[src/boundary_scan_tap_pkg.sv]
/*
 * Shared constants and types for the boundary-scan test access port:
 * instruction codes, identification fields, chain layout, bus offsets.
 * Assumes a single 40 MHz system clock samples every test pin.
 */
package boundary_scan_tap_pkg;

    // ------------------------------------------------------------
    // instruction codes
    // ------------------------------------------------------------
    localparam int IR_W = 5;
    localparam logic [IR_W-1:0] INSTR_EXTEST = 5'h00;
    localparam logic [IR_W-1:0] INSTR_SAMPLE = 5'h01;
    localparam logic [IR_W-1:0] INSTR_INT_SCAN = 5'h02;
    localparam logic [IR_W-1:0] INSTR_CLAMP = 5'h04;
    localparam logic [IR_W-1:0] INSTR_HIGHZ = 5'h05;
    localparam logic [IR_W-1:0] INSTR_MEM_SELFTEST = 5'h0A;
    localparam logic [IR_W-1:0] INSTR_IDCODE = 5'h0C;
    localparam logic [IR_W-1:0] INSTR_BYPASS = 5'h1F;
    localparam logic [IR_W-1:0] IR_CAPTURE_VAL = 5'h01;

    // ------------------------------------------------------------
    // identification word (values arbitrary)
    // ------------------------------------------------------------
    localparam logic [3:0] ID_VERSION = 4'h0;
    localparam logic [15:0] ID_PART = 16'h0000;
    localparam logic [10:0] ID_MAKER = 11'h000;
    localparam logic ID_FIXED_BIT = 1'b1;

    // ------------------------------------------------------------
    // chain layout: each pin has a data cell then a control cell
    // ------------------------------------------------------------
    localparam int NPIN = 22;
    localparam int BSR_LEN = 2 * NPIN;
    localparam int LOCK_CELL = 42;

    // ------------------------------------------------------------
    // register offsets and reset values
    // ------------------------------------------------------------
    localparam logic [7:0] OFS_CTRL = 8'h00;
    localparam logic [7:0] OFS_STATUS = 8'h04;
    localparam logic [7:0] OFS_IDCODE = 8'h08;
    localparam logic CTRL_EN_RST = 1'b1;
    localparam logic [1:0] HTRANS_NONSEQ = 2'h2;

    typedef enum logic [3:0] {
        TLR, RTI, SEL_DR, CAP_DR, SH_DR, EX1_DR, PAU_DR, EX2_DR, UPD_DR,
        SEL_IR, CAP_IR, SH_IR, EX1_IR, PAU_IR, EX2_IR, UPD_IR
    } tap_state_t;

    typedef enum logic [1:0] {PATH_BSR, PATH_BYP, PATH_ID, PATH_INT} path_t;

    typedef struct packed {
        logic tck;
        logic tms;
        logic tdi;
        logic trst_n;
    } tap_pins_t;

    typedef struct packed {
        logic [NPIN-1:0] dout;
        logic [NPIN-1:0] oe;
    } pin_drive_t;

endpackage

[src/boundary_scan_tap.sv]
/*
 * Boundary-scan test access port with a 16-state controller, 5-bit
 * instruction register, bypass, identification and boundary registers,
 * plus an AHB-Lite slave for control and status.
 * Assumes test pins and pad inputs are asynchronous to clk_in and that
 * test clock phases last at least three system clocks.
 */
// Chosen here: the AHB-Lite register port and the register addresses.
// How it works
// RQ1: every system pin sits in the chain
// RQ2: sixteen-state controller stepped by tck, tms
// RQ3: power-on reset forces Test-Logic-Reset
// RQ4: test lines ignored during bus cycles; trst_n still forces Test-Logic-Reset
// RQ5: five-bit instruction picks the data path
// RQ6: unassigned codes act as bypass
// RQ7: EXTEST drives pins from chain cells
// RQ8: SAMPLE captures pins, normal pin operation
// RQ9: HIGHZ floats all pins, selects bypass
// RQ10: CLAMP drives pins from cells, bypass path
// RQ11: IDCODE selects 32-bit identification word
// RQ12: internal scan and memory self-test paths
// RQ13: bypass is one shift stage
// RQ14: bypass selectable when not testing
// RQ15: id holds version, part, maker fields
// RQ16: id bit zero is constant one
// RQ17: chain shifts from tdi to tdo
// RQ18: bidirectional data and control cell types
// RQ19: cells capture on rising tck edge
// RQ20: cell zero is bit zero, lock cell 42
// RQ21: standard state diagram, update loads instruction
// RQ22: tdo on falling edge, driven only shifting
`timescale 1ns/1ps
module boundary_scan_tap
    import boundary_scan_tap_pkg::*;
(
    input wire logic clk_in,
    input wire logic rst_in,
    // test pins
    input wire logic tck_in,
    input wire logic tms_in,
    input wire logic tdi_in,
    input wire logic trst_n_in,
    output logic tdo_out,
    output logic tdo_oe_out,
    // parallel bus activity from system logic
    input wire logic bus_active_in,
    // system side of the pads
    input wire logic [NPIN-1:0] core_dout_in,
    input wire logic [NPIN-1:0] core_oe_in,
    input wire logic [NPIN-1:0] pad_in,
    output logic [NPIN-1:0] pad_dout_out,
    output logic [NPIN-1:0] pad_oe_out,
    // internal test paths
    input wire logic int_scan_tdo_in,
    input wire logic mem_selftest_tdo_in,
    output logic int_scan_sel_out,
    output logic memory_selftest_instr_out,
    // ahb-lite slave
    input wire logic hsel_in,
    input wire logic [31:0] haddr_in,
    input wire logic [1:0] htrans_in,
    input wire logic hwrite_in,
    input wire logic [2:0] hsize_in,
    input wire logic [31:0] hwdata_in,
    input wire logic hready_in,
    output logic hreadyout_out,
    output logic hresp_out,
    output logic [31:0] hrdata_out
);

    // ------------------------------------------------------------
    // state
    // ------------------------------------------------------------
    typedef struct packed {
        tap_pins_t s1;
        tap_pins_t s2;
        logic tck_prev;
        logic [NPIN-1:0] pad_s1;
        logic [NPIN-1:0] pad_s2;
        tap_state_t tap;
        logic [IR_W-1:0] ir_sh;
        logic [IR_W-1:0] ir;
        logic byp;
        logic [31:0] id_sh;
        logic [BSR_LEN-1:0] bsr_sh;
        logic [BSR_LEN-1:0] bsr_upd;
        logic tdo;
        logic tdo_oe;
        logic ctrl_en;
        logic wr_pend;
        logic [7:0] wr_addr;
        logic [31:0] rdata;
    } state_t;

    state_t st_reg;
    state_t st_next;

    localparam logic [31:0] ID_WORD = {ID_VERSION, ID_PART, ID_MAKER, ID_FIXED_BIT}; // RQ15 RQ16

    // ------------------------------------------------------------
    // helpers
    // ------------------------------------------------------------
    function automatic tap_state_t tap_step(input tap_state_t s, input logic tms); // RQ21
        case (s)
            TLR: tap_step = tms ? TLR : RTI;
            RTI: tap_step = tms ? SEL_DR : RTI;
            SEL_DR: tap_step = tms ? SEL_IR : CAP_DR;
            CAP_DR: tap_step = tms ? EX1_DR : SH_DR;
            SH_DR: tap_step = tms ? EX1_DR : SH_DR;
            EX1_DR: tap_step = tms ? UPD_DR : PAU_DR;
            PAU_DR: tap_step = tms ? EX2_DR : PAU_DR;
            EX2_DR: tap_step = tms ? UPD_DR : SH_DR;
            UPD_DR: tap_step = tms ? SEL_DR : RTI;
            SEL_IR: tap_step = tms ? TLR : CAP_IR;
            CAP_IR: tap_step = tms ? EX1_IR : SH_IR;
            SH_IR: tap_step = tms ? EX1_IR : SH_IR;
            EX1_IR: tap_step = tms ? UPD_IR : PAU_IR;
            PAU_IR: tap_step = tms ? EX2_IR : PAU_IR;
            EX2_IR: tap_step = tms ? UPD_IR : SH_IR;
            UPD_IR: tap_step = tms ? SEL_DR : RTI;
            default: tap_step = TLR;
        endcase
    endfunction

    // decodes the instruction into a data path
    function automatic path_t path_of(input logic [IR_W-1:0] ir); // RQ5
        case (ir)
            INSTR_EXTEST, INSTR_SAMPLE: path_of = PATH_BSR; // RQ7 RQ8
            INSTR_IDCODE: path_of = PATH_ID; // RQ11
            INSTR_INT_SCAN, INSTR_MEM_SELFTEST: path_of = PATH_INT; // RQ12
            default: path_of = PATH_BYP; // RQ6 RQ9 RQ10 RQ14
        endcase
    endfunction

    // ------------------------------------------------------------
    // pad multiplexing
    // ------------------------------------------------------------
    logic drive_from_cells;
    logic float_all;
    pin_drive_t cells;

    assign drive_from_cells = (st_reg.ir == INSTR_EXTEST) || (st_reg.ir == INSTR_CLAMP); // RQ7 RQ10
    assign float_all = (st_reg.ir == INSTR_HIGHZ); // RQ9

    genvar gi;
    generate
        for (gi = 0; gi < NPIN; gi++) begin : g_pin
            // data cell at 2i, its control cell at 2i+1
            assign cells.dout[gi] = st_reg.bsr_upd[2*gi]; // RQ18 RQ20
            assign cells.oe[gi] = st_reg.bsr_upd[2*gi+1]; // RQ18
        end
    endgenerate

    always_comb begin
        if (float_all) begin
            pad_dout_out = core_dout_in;
            pad_oe_out = '0;
        end else if (drive_from_cells) begin
            pad_dout_out = cells.dout;
            pad_oe_out = cells.oe;
        end else begin
            pad_dout_out = core_dout_in; // RQ8
            pad_oe_out = core_oe_in;
        end
    end

    // ------------------------------------------------------------
    // next state
    // ------------------------------------------------------------
    logic tck_rise;
    logic tck_fall;
    logic lines_live;
    path_t path;
    logic [31:0] status_word;

    assign lines_live = st_reg.ctrl_en && !bus_active_in; // RQ4
    assign tck_rise = lines_live && st_reg.s2.tck && !st_reg.tck_prev;
    assign tck_fall = lines_live && !st_reg.s2.tck && st_reg.tck_prev;
    assign path = path_of(st_reg.ir);
    assign status_word = {19'h00000, st_reg.ir, 3'h0, st_reg.tap == TLR, st_reg.tap};

    always_comb begin
        st_next = st_reg;
        st_next.s1 = '{tck: tck_in, tms: tms_in, tdi: tdi_in, trst_n: trst_n_in};
        st_next.s2 = st_reg.s1;
        st_next.tck_prev = st_reg.s2.tck;
        st_next.pad_s1 = pad_in;
        st_next.pad_s2 = st_reg.pad_s1;

        // ---------------- rising test clock ----------------
        if (tck_rise) begin
            st_next.tap = tap_step(st_reg.tap, st_reg.s2.tms); // RQ2
            case (st_reg.tap)
                CAP_IR: st_next.ir_sh = IR_CAPTURE_VAL;
                SH_IR: st_next.ir_sh = {st_reg.s2.tdi, st_reg.ir_sh[IR_W-1:1]};
                CAP_DR: begin
                    st_next.byp = 1'b0;
                    st_next.id_sh = ID_WORD;
                    if (path == PATH_BSR) begin
                        for (int i = 0; i < NPIN; i++) begin
                            st_next.bsr_sh[2*i] = st_reg.pad_s2[i]; // RQ19
                            st_next.bsr_sh[2*i+1] = pad_oe_out[i]; // RQ19
                        end
                    end
                end
                SH_DR: begin
                    st_next.byp = st_reg.s2.tdi; // RQ13
                    st_next.id_sh = {st_reg.s2.tdi, st_reg.id_sh[31:1]};
                    if (path == PATH_BSR) begin
                        st_next.bsr_sh = {st_reg.s2.tdi, st_reg.bsr_sh[BSR_LEN-1:1]}; // RQ17
                    end
                end
                default: begin
                end
            endcase
        end

        // ---------------- falling test clock ----------------
        if (tck_fall) begin
            st_next.tdo_oe = (st_reg.tap == SH_DR) || (st_reg.tap == SH_IR); // RQ22
            if (st_reg.tap == SH_IR) begin
                st_next.tdo = st_reg.ir_sh[0];
            end else if (st_reg.tap == SH_DR) begin
                case (path)
                    PATH_BSR: st_next.tdo = st_reg.bsr_sh[0]; // RQ17 RQ20
                    PATH_ID: st_next.tdo = st_reg.id_sh[0];
                    PATH_INT: st_next.tdo = (st_reg.ir == INSTR_INT_SCAN) ?
                        int_scan_tdo_in : mem_selftest_tdo_in;
                    default: st_next.tdo = st_reg.byp; // RQ13
                endcase
            end
            if (st_reg.tap == UPD_IR) begin
                st_next.ir = st_reg.ir_sh; // RQ21
            end
            if (st_reg.tap == UPD_DR && path == PATH_BSR) begin
                st_next.bsr_upd = st_reg.bsr_sh; // RQ8
            end
            if (st_reg.tap == TLR) begin
                st_next.ir = INSTR_IDCODE;
            end
        end

        // ---------------- test reset pin ----------------
        if (!st_reg.s2.trst_n) begin
            st_next.tap = TLR; // RQ22
            st_next.ir = INSTR_IDCODE;
            st_next.tdo_oe = 1'b0;
        end

        // ---------------- ahb-lite slave ----------------
        if (st_reg.wr_pend && st_reg.wr_addr == OFS_CTRL) begin
            st_next.ctrl_en = hwdata_in[0];
        end
        st_next.wr_pend = 1'b0;
        if (hsel_in && hready_in && htrans_in == HTRANS_NONSEQ) begin
            st_next.wr_pend = hwrite_in;
            st_next.wr_addr = {haddr_in[7:2], 2'b00};
            if (!hwrite_in) begin
                case ({haddr_in[7:2], 2'b00})
                    OFS_CTRL: st_next.rdata = {31'h00000000, st_reg.ctrl_en};
                    OFS_STATUS: st_next.rdata = status_word;
                    OFS_IDCODE: st_next.rdata = ID_WORD;
                    default: st_next.rdata = 32'h00000000;
                endcase
            end
        end
    end

    // ------------------------------------------------------------
    // registers
    // ------------------------------------------------------------
    always_ff @(posedge clk_in) begin
        if (rst_in) begin
            st_reg <= '0;
            st_reg.s1 <= '{tck: 1'b0, tms: 1'b1, tdi: 1'b1, trst_n: 1'b1};
            st_reg.s2 <= '{tck: 1'b0, tms: 1'b1, tdi: 1'b1, trst_n: 1'b1};
            st_reg.tap <= TLR; // RQ3
            st_reg.ir <= INSTR_IDCODE;
            st_reg.ctrl_en <= CTRL_EN_RST;
        end else begin
            st_reg <= st_next;
        end
    end

    // ------------------------------------------------------------
    // outputs
    // ------------------------------------------------------------
    assign tdo_out = st_reg.tdo;
    assign tdo_oe_out = st_reg.tdo_oe;
    assign int_scan_sel_out = (st_reg.ir == INSTR_INT_SCAN); // RQ12
    assign memory_selftest_instr_out = (st_reg.ir == INSTR_MEM_SELFTEST); // RQ12
    assign hreadyout_out = 1'b1;
    assign hresp_out = 1'b0;
    assign hrdata_out = st_reg.rdata;

endmodule // boundary_scan_tap

[config.mk]
export PLATFORM = sky130hd
export DESIGN_NAME = boundary_scan_tap
export DESIGN_NICKNAME = d
export VERILOG_FILES = /design/src/boundary_scan_tap_pkg.sv /design/src/boundary_scan_tap.sv
export SDC_FILE = /design/constraint.sdc
export NUM_CORES = 1
export LEC_CHECK = 0
export BUFFER_PORTS_ARGS = -buffer_cell sky130_fd_sc_hd__buf_2
export CORE_ASPECT_RATIO = 1.75
export CORE_MARGIN = 5
export CORE_UTILIZATION = 45
export CTS_BUF_LIST = sky130_fd_sc_hd__clkbuf_4
export DETAILED_ROUTE_END_ITERATION = 8
export GPL_TIMING_DRIVEN = 0
export PLACE_DENSITY = 0.79
export SLEW_MARGIN = 40
export SYNTH_ARGS = -nofsm -noshare
export SYNTH_HDL_FRONTEND = slang
export SYNTH_SLANG_ARGS = --single-unit
[constraint.sdc]
create_clock -name clk_in -period 5.7 [get_ports clk_in]
set_clock_uncertainty 0.05 [all_clocks]
set_input_delay 0.285 -clock clk_in [delete_from_list [all_inputs] [get_ports clk_in]]
set_output_delay 0.285 -clock clk_in [all_outputs]
set_load 0.01 [all_outputs]
======== Yosys cells after proc, flatten, opt, wreduce, memory -nomap -nowiden ========
Index checks and enable logic that the tools add are counted.
word-level totals
  register bits ........................... 230
  output and inout port bits .............. 82
  word-level logic and storage cells ...... 121
cells by class
  equal/unequal tests ..................... 28
  muxes and demuxes ....................... 29
  bitwise logic cells ..................... 3
  reduce and logical (&&, ||, !) cells .... 37
operators by type and width
  cell                                                                    number
  77-bit one-hot mux with 2 select lines                                  1
  22-bit two-way mux                                                      4
  44-bit two-way mux                                                      2
  4-bit one-hot mux with 12 select lines                                  1
  13-bit one-hot mux with 3 select lines                                  1
  4-bit equality test (second input constant)                             8
  4-bit by 3-bit equality test with 1-bit output (second input constant)  4
  4-bit two-way mux                                                       4
  2-bit AND reduction                                                     6
  2-bit OR reduction                                                      6
  5-bit by 3-bit equality test with 1-bit output (second input constant)  2
  5-bit by 4-bit equality test with 1-bit output (second input constant)  2
  5-bit two-way mux                                                       2
  5-bit one-hot mux with 2 select lines                                   1
  1-bit logical AND                                                       9
  4-bit by 2-bit equality test with 1-bit output (second input constant)  2
  8-bit zero test                                                         1
  2-bit nonzero test                                                      4
  2-bit equality test (second input constant)                             3
  6-bit by 1-bit equality test with 1-bit output (second input constant)  1
  6-bit by 2-bit equality test with 1-bit output (second input constant)  1
  6-bit zero test                                                         1
  1-bit two-way mux                                                       6
  2-bit two-way mux                                                       3
  15 further kinds                                                        22

======== Longest topological paths before layout ========
  depth in word-level cells ............... 7
  mapped depth ............................ 7

======== Worst setup path before layout ========
Ideal clock, no wire load.
  path kind ............................... reg-to-output
  start ................................... register st_reg[168] (netlist name)
  end ..................................... output port pad_dout_out[10]
  data arrival time ....................... 1730 ps
  required time ........................... 5365 ps
  slack ................................... 3635 ps
  cell stages (with the launch flop) ...... 7
  path buffers ............................ 4
  cell sequence ........................... dfxtp_1 buf_2 nor4_1 buf_2 buf_2 buf_2 mux2_2
between the ends
  cells in the longest elaborated chain, start to end .. 4
  elaborated cells between the ends (all ways) .. 6
RTL lines
  what                                                                                      line                      RTL
  start, declared                                                                           boundary_scan_tap.sv:95   state_t st_reg;
  start signal, assigned                                                                    boundary_scan_tap.sv:281  st_reg <= st_next;
  5-bit by 3-bit equality test with 1-bit output / 5-bit zero test (equally long branches)  boundary_scan_tap.sv:142  assign drive_from_cells = (st_reg.ir == INSTR_EXTEST) || (st_reg.ir == INSTR_CLAMP);
  1-bit logical OR                                                                          boundary_scan_tap.sv:142
  22-bit two-way mux                                                                        boundary_scan_tap.sv:158  end else if (drive_from_cells) begin
  22-bit two-way mux (*)                                                                    boundary_scan_tap.sv:155  if (float_all) begin
  end, declared                                                                             boundary_scan_tap.sv:51   output logic [NPIN-1:0] pad_dout_out,
Mark *: on every way between the ends. The rest lies on a longest branch, timed or not.

======== Worst setup path after layout ========
  start ................................... register st_reg[168] (netlist name)
  end ..................................... output port pad_dout_out[4]
Same word-level chain as after synthesis.

==> impl_metrics.py <==
metrics = {
    "sta": {
        "final.hold.worst_slack_ns": 0.176,
        "fin_ws_ns": 2.37,
        "tightest_slew_ns": 0.671,
        "slew_headroom_pct": 54.9,
        "fin_crit_sh_pct": 58.5,
        "hold_viol": 0,
        "fmax_mhz": 300,
        "finalCriticalPeriod_ns": 3.33,
        "drv_slew": 0,
        "setup_viol": 0,
        "setup_tns_ns": 0,
        "rsz0062_at_grt": "no",
    },
    "detailed_routing": {
        "wl_met2_um": 12500,
        "wl_met3_um": 1030,
        "wl_met1_um": 8380,
        "vias": 7686,
        "firstDrtPassIters": 5,
        "drc": 0,
        "ant_nets": 0,
        "via_per_inst": 5.17,
        "first_iter_violations": 288,
        "wl_per_cell_um": 15.5,
        "dr.max_layer_used": "met4",
        "wirelength_um": 23000,
    },
    "global_routing": {
        "antenna_found_initial": 2,
        "grt_pass1_vias": 7933,
        "grt_use_total_pct": 20.8,
        "overflow": 0,
        "grt_max_degree": 13,
        "grt_pass1_wl_um": 37000,
    },
    "clocking": {
        "cts_sinks": 207,
        "cts_max_path_buffers": 3,
        "cts_tree": "yes",
        "cts_inserted_buffers": 45,
        "cts_max_level": 2,
        "cts.clk_slew.worst_paths_ns": 0.07,
        "clk_latency_ns": 0.61,
        "cts-root-buf": "clkbuf_4",
        "post_cts_buffers": 0,
    },
    "synthesis": {
        "synth_flop_cell": "dfxtp_1",
        "synthCells": 974,
        "ys_top_cells_by_count": "dfxtp_1 (207), nand2_1 (167), nor2_1 (123)",
        "synth.area.top_cells": "dfxtp_1 (49%), nand2_1 (7.4%), nor2_1 (5.4%)",
        "ys_types": 50,
        "synth_most_common_cell": "dfxtp_1",
        "netlist_area_um2": 8480,
        "ys_seq_area_share_pct": 48.8,
        "synth_top_cell_by_area": "dfxtp_1",
        "avgSynthCellArea_um2": 8.71,
        "yosysTopAreaCellShare_pct": 48.8,
        "async_flop_share_pct": 0,
        "ys_ff_latch": 207,
        "yosys_warnings": 0,
        "synth-edff-count": 0,
    },
    "setup_path": {
        "critPathLaunchType": "register",
        "cp.arrival_ns": 3.00,
        "crit_slowest_cell": "buf_2",
        "critPathCaptureType": "output pin",
        "crit_chain": "buf_2 > nor4_1 > buf_2 > buf_2 > buf_2 > mux2_2 > buf_2",
        "cp_common_cell": "buf_2",
        "cpPeakStageDelay_ns": 0.38,
        "rr_worst_depth": 7,
        "regToRegSetupSlack_ns": 3.21,
        "worstPathMaxFanout": 10,
        "cp.required_ns": 5.37,
        "rr_endpoint": "cells[43]",
        "crit_type": "register to output pin",
        "reg2reg_from": "st_reg[178]",
    },
    "hold_path": {
        "hp-class": "input pin to register",
        "worstHoldPathCells": 4,
        "hold_start": "core_oe_in[9]",
        "hold_end": "st_reg[107]",
    },
    "final_layout": {
        "largest_reg_flops": 124,
        "nets": 1367,
        "fin_cells": 1487,
        "fillers": 1676,
        "syn2layout_area_growth_pct": 23.8,
        "drive_gt1_share_pct": 24.2,
        "fin_area_um2": 10500,
    },
    "floorplan": {
        "io_pins": 229,
        "die_x_um": 114,
        "initial_core_util_pct": 45.7,
        "row_count": 66,
        "die_area_um2": 21800,
        "dieHeight_um": 192,
        "core_um2": 18600,
    },
    "power": {
        "power.density_nw_per_um2": 263,
        "ir_drop_mv": 0.158,
        "power.leakage_nw": 4.13,
    },
    "placement": {
        "hpwl_um": 17200,
        "gp_congestion": 0.879,
        "port_buffers": 143,
        "post-place-ws_ns": 2.99,
        "dp.cells": 1377,
        "placed_area_um2": 9590,
    },
    "run": {
        "maxCapViolations": 0,
    },
    "status": {
        "status": "completed",
    },
}
logic make-up after synthesis:
| kind of cell | synth area share (%) |
|---|---|
| other cells | 0.0885 |
| compound gates | 14.6 |
| buf+inv | 7.08 |
| mux | 6.47 |
| flops | 48.8 |
| simple gates | 22.9 |
power by group:
part	total (mW)	switching, mW	internal (mW)
sequential	1.47	0.00590	1.46
clock	1.12	0.541	0.580
combinational	0.177	0.0908	0.0864
worst max-delay path: cells and delay by family, from the launching register on:
family,cells,cell delay (ns)
multiplexers,1,0.37
flip-flops,1,0.30
buffers and inverters,5,1.40
AND/OR/NAND/NOR,1,0.35
how the worst max path moves through the flow:
stage / from / end / slack (ns)
after floorplan: st_reg[168] / pad_dout_out[10] / 3.64
after global placement: st_reg[168] / pad_dout_out[18] / 3.00
after detailed placement: st_reg[168] / pad_dout_out[4] / 2.99
after CTS: st_reg[168] / pad_dout_out[4] / 2.32
after global routing: st_reg[168] / pad_dout_out[18] / 2.22
final: st_reg[168] / pad_dout_out[4] / 2.37
timing repair:
action / in CTS / in global routing
hold buffers: 34 / 0
resized for setup: 0 / 0
endpoints found under the hold margin: 35 / 0
routing by layer:
| layer | vias to the layer above | global-route usage [%] |
|---|---|---|
| li1 | 3814 | - |
| met2 | 231 | 39.8 |
| met5 | - | 0 |
| met3 | 67 | 3.25 |
| met4 | 0 | 11.5 |
| met1 | 3574 | 20.9 |
cells in the final DEF, fill, tap and decap left out, types with 3 or more instances in the layout:
cell,n
dfxtp_1,207
nand2_1,167
buf_2,161
nor2_1,123
clkbuf_4,67
clkbuf_1,58
a21oi_1,56
nor2b_1,52
a22oi_1,43
buf_4,34
dlygate4sd3_1,34
mux2i_1,29
nor3_1,29
conb_1,24
mux2_2,23
a311oi_1,23
o311a_1,21
o21ai_0,10
or2_2,8
buf_1,7
nor3b_1,6
or4_1,5
nor4b_1,4
nand4_1,4
clkinv_1,4
nor4_1,3
a211oi_1,3
nand4b_1,3
nand2b_1,3
inv_1,3
cell type report:
class	count	area (um2)	area share [%]
buffer	117	589	5.61
sequential	207	4140	39.4
tap	238	298	2.83
timing repair buffer	177	1060	10.1
clock buffer	67	503	4.79
clock inverter	7	57.6	0.548
inverter	3	11.3	0.107
antenna	2	5.00	0.0476
multi-input combinational	669	3840	36.6
per-stage QoR:
stage,util (%),power (mW)
2_1_floorplan,-,1.59
3_3_place_gp,51.6,1.66
3_5_place_dp,51.6,1.66
4_1_cts,56.5,2.79
5_1_grt,56.5,2.88
6_report,56.5,2.77
Power figures use the tool's default switching activity.
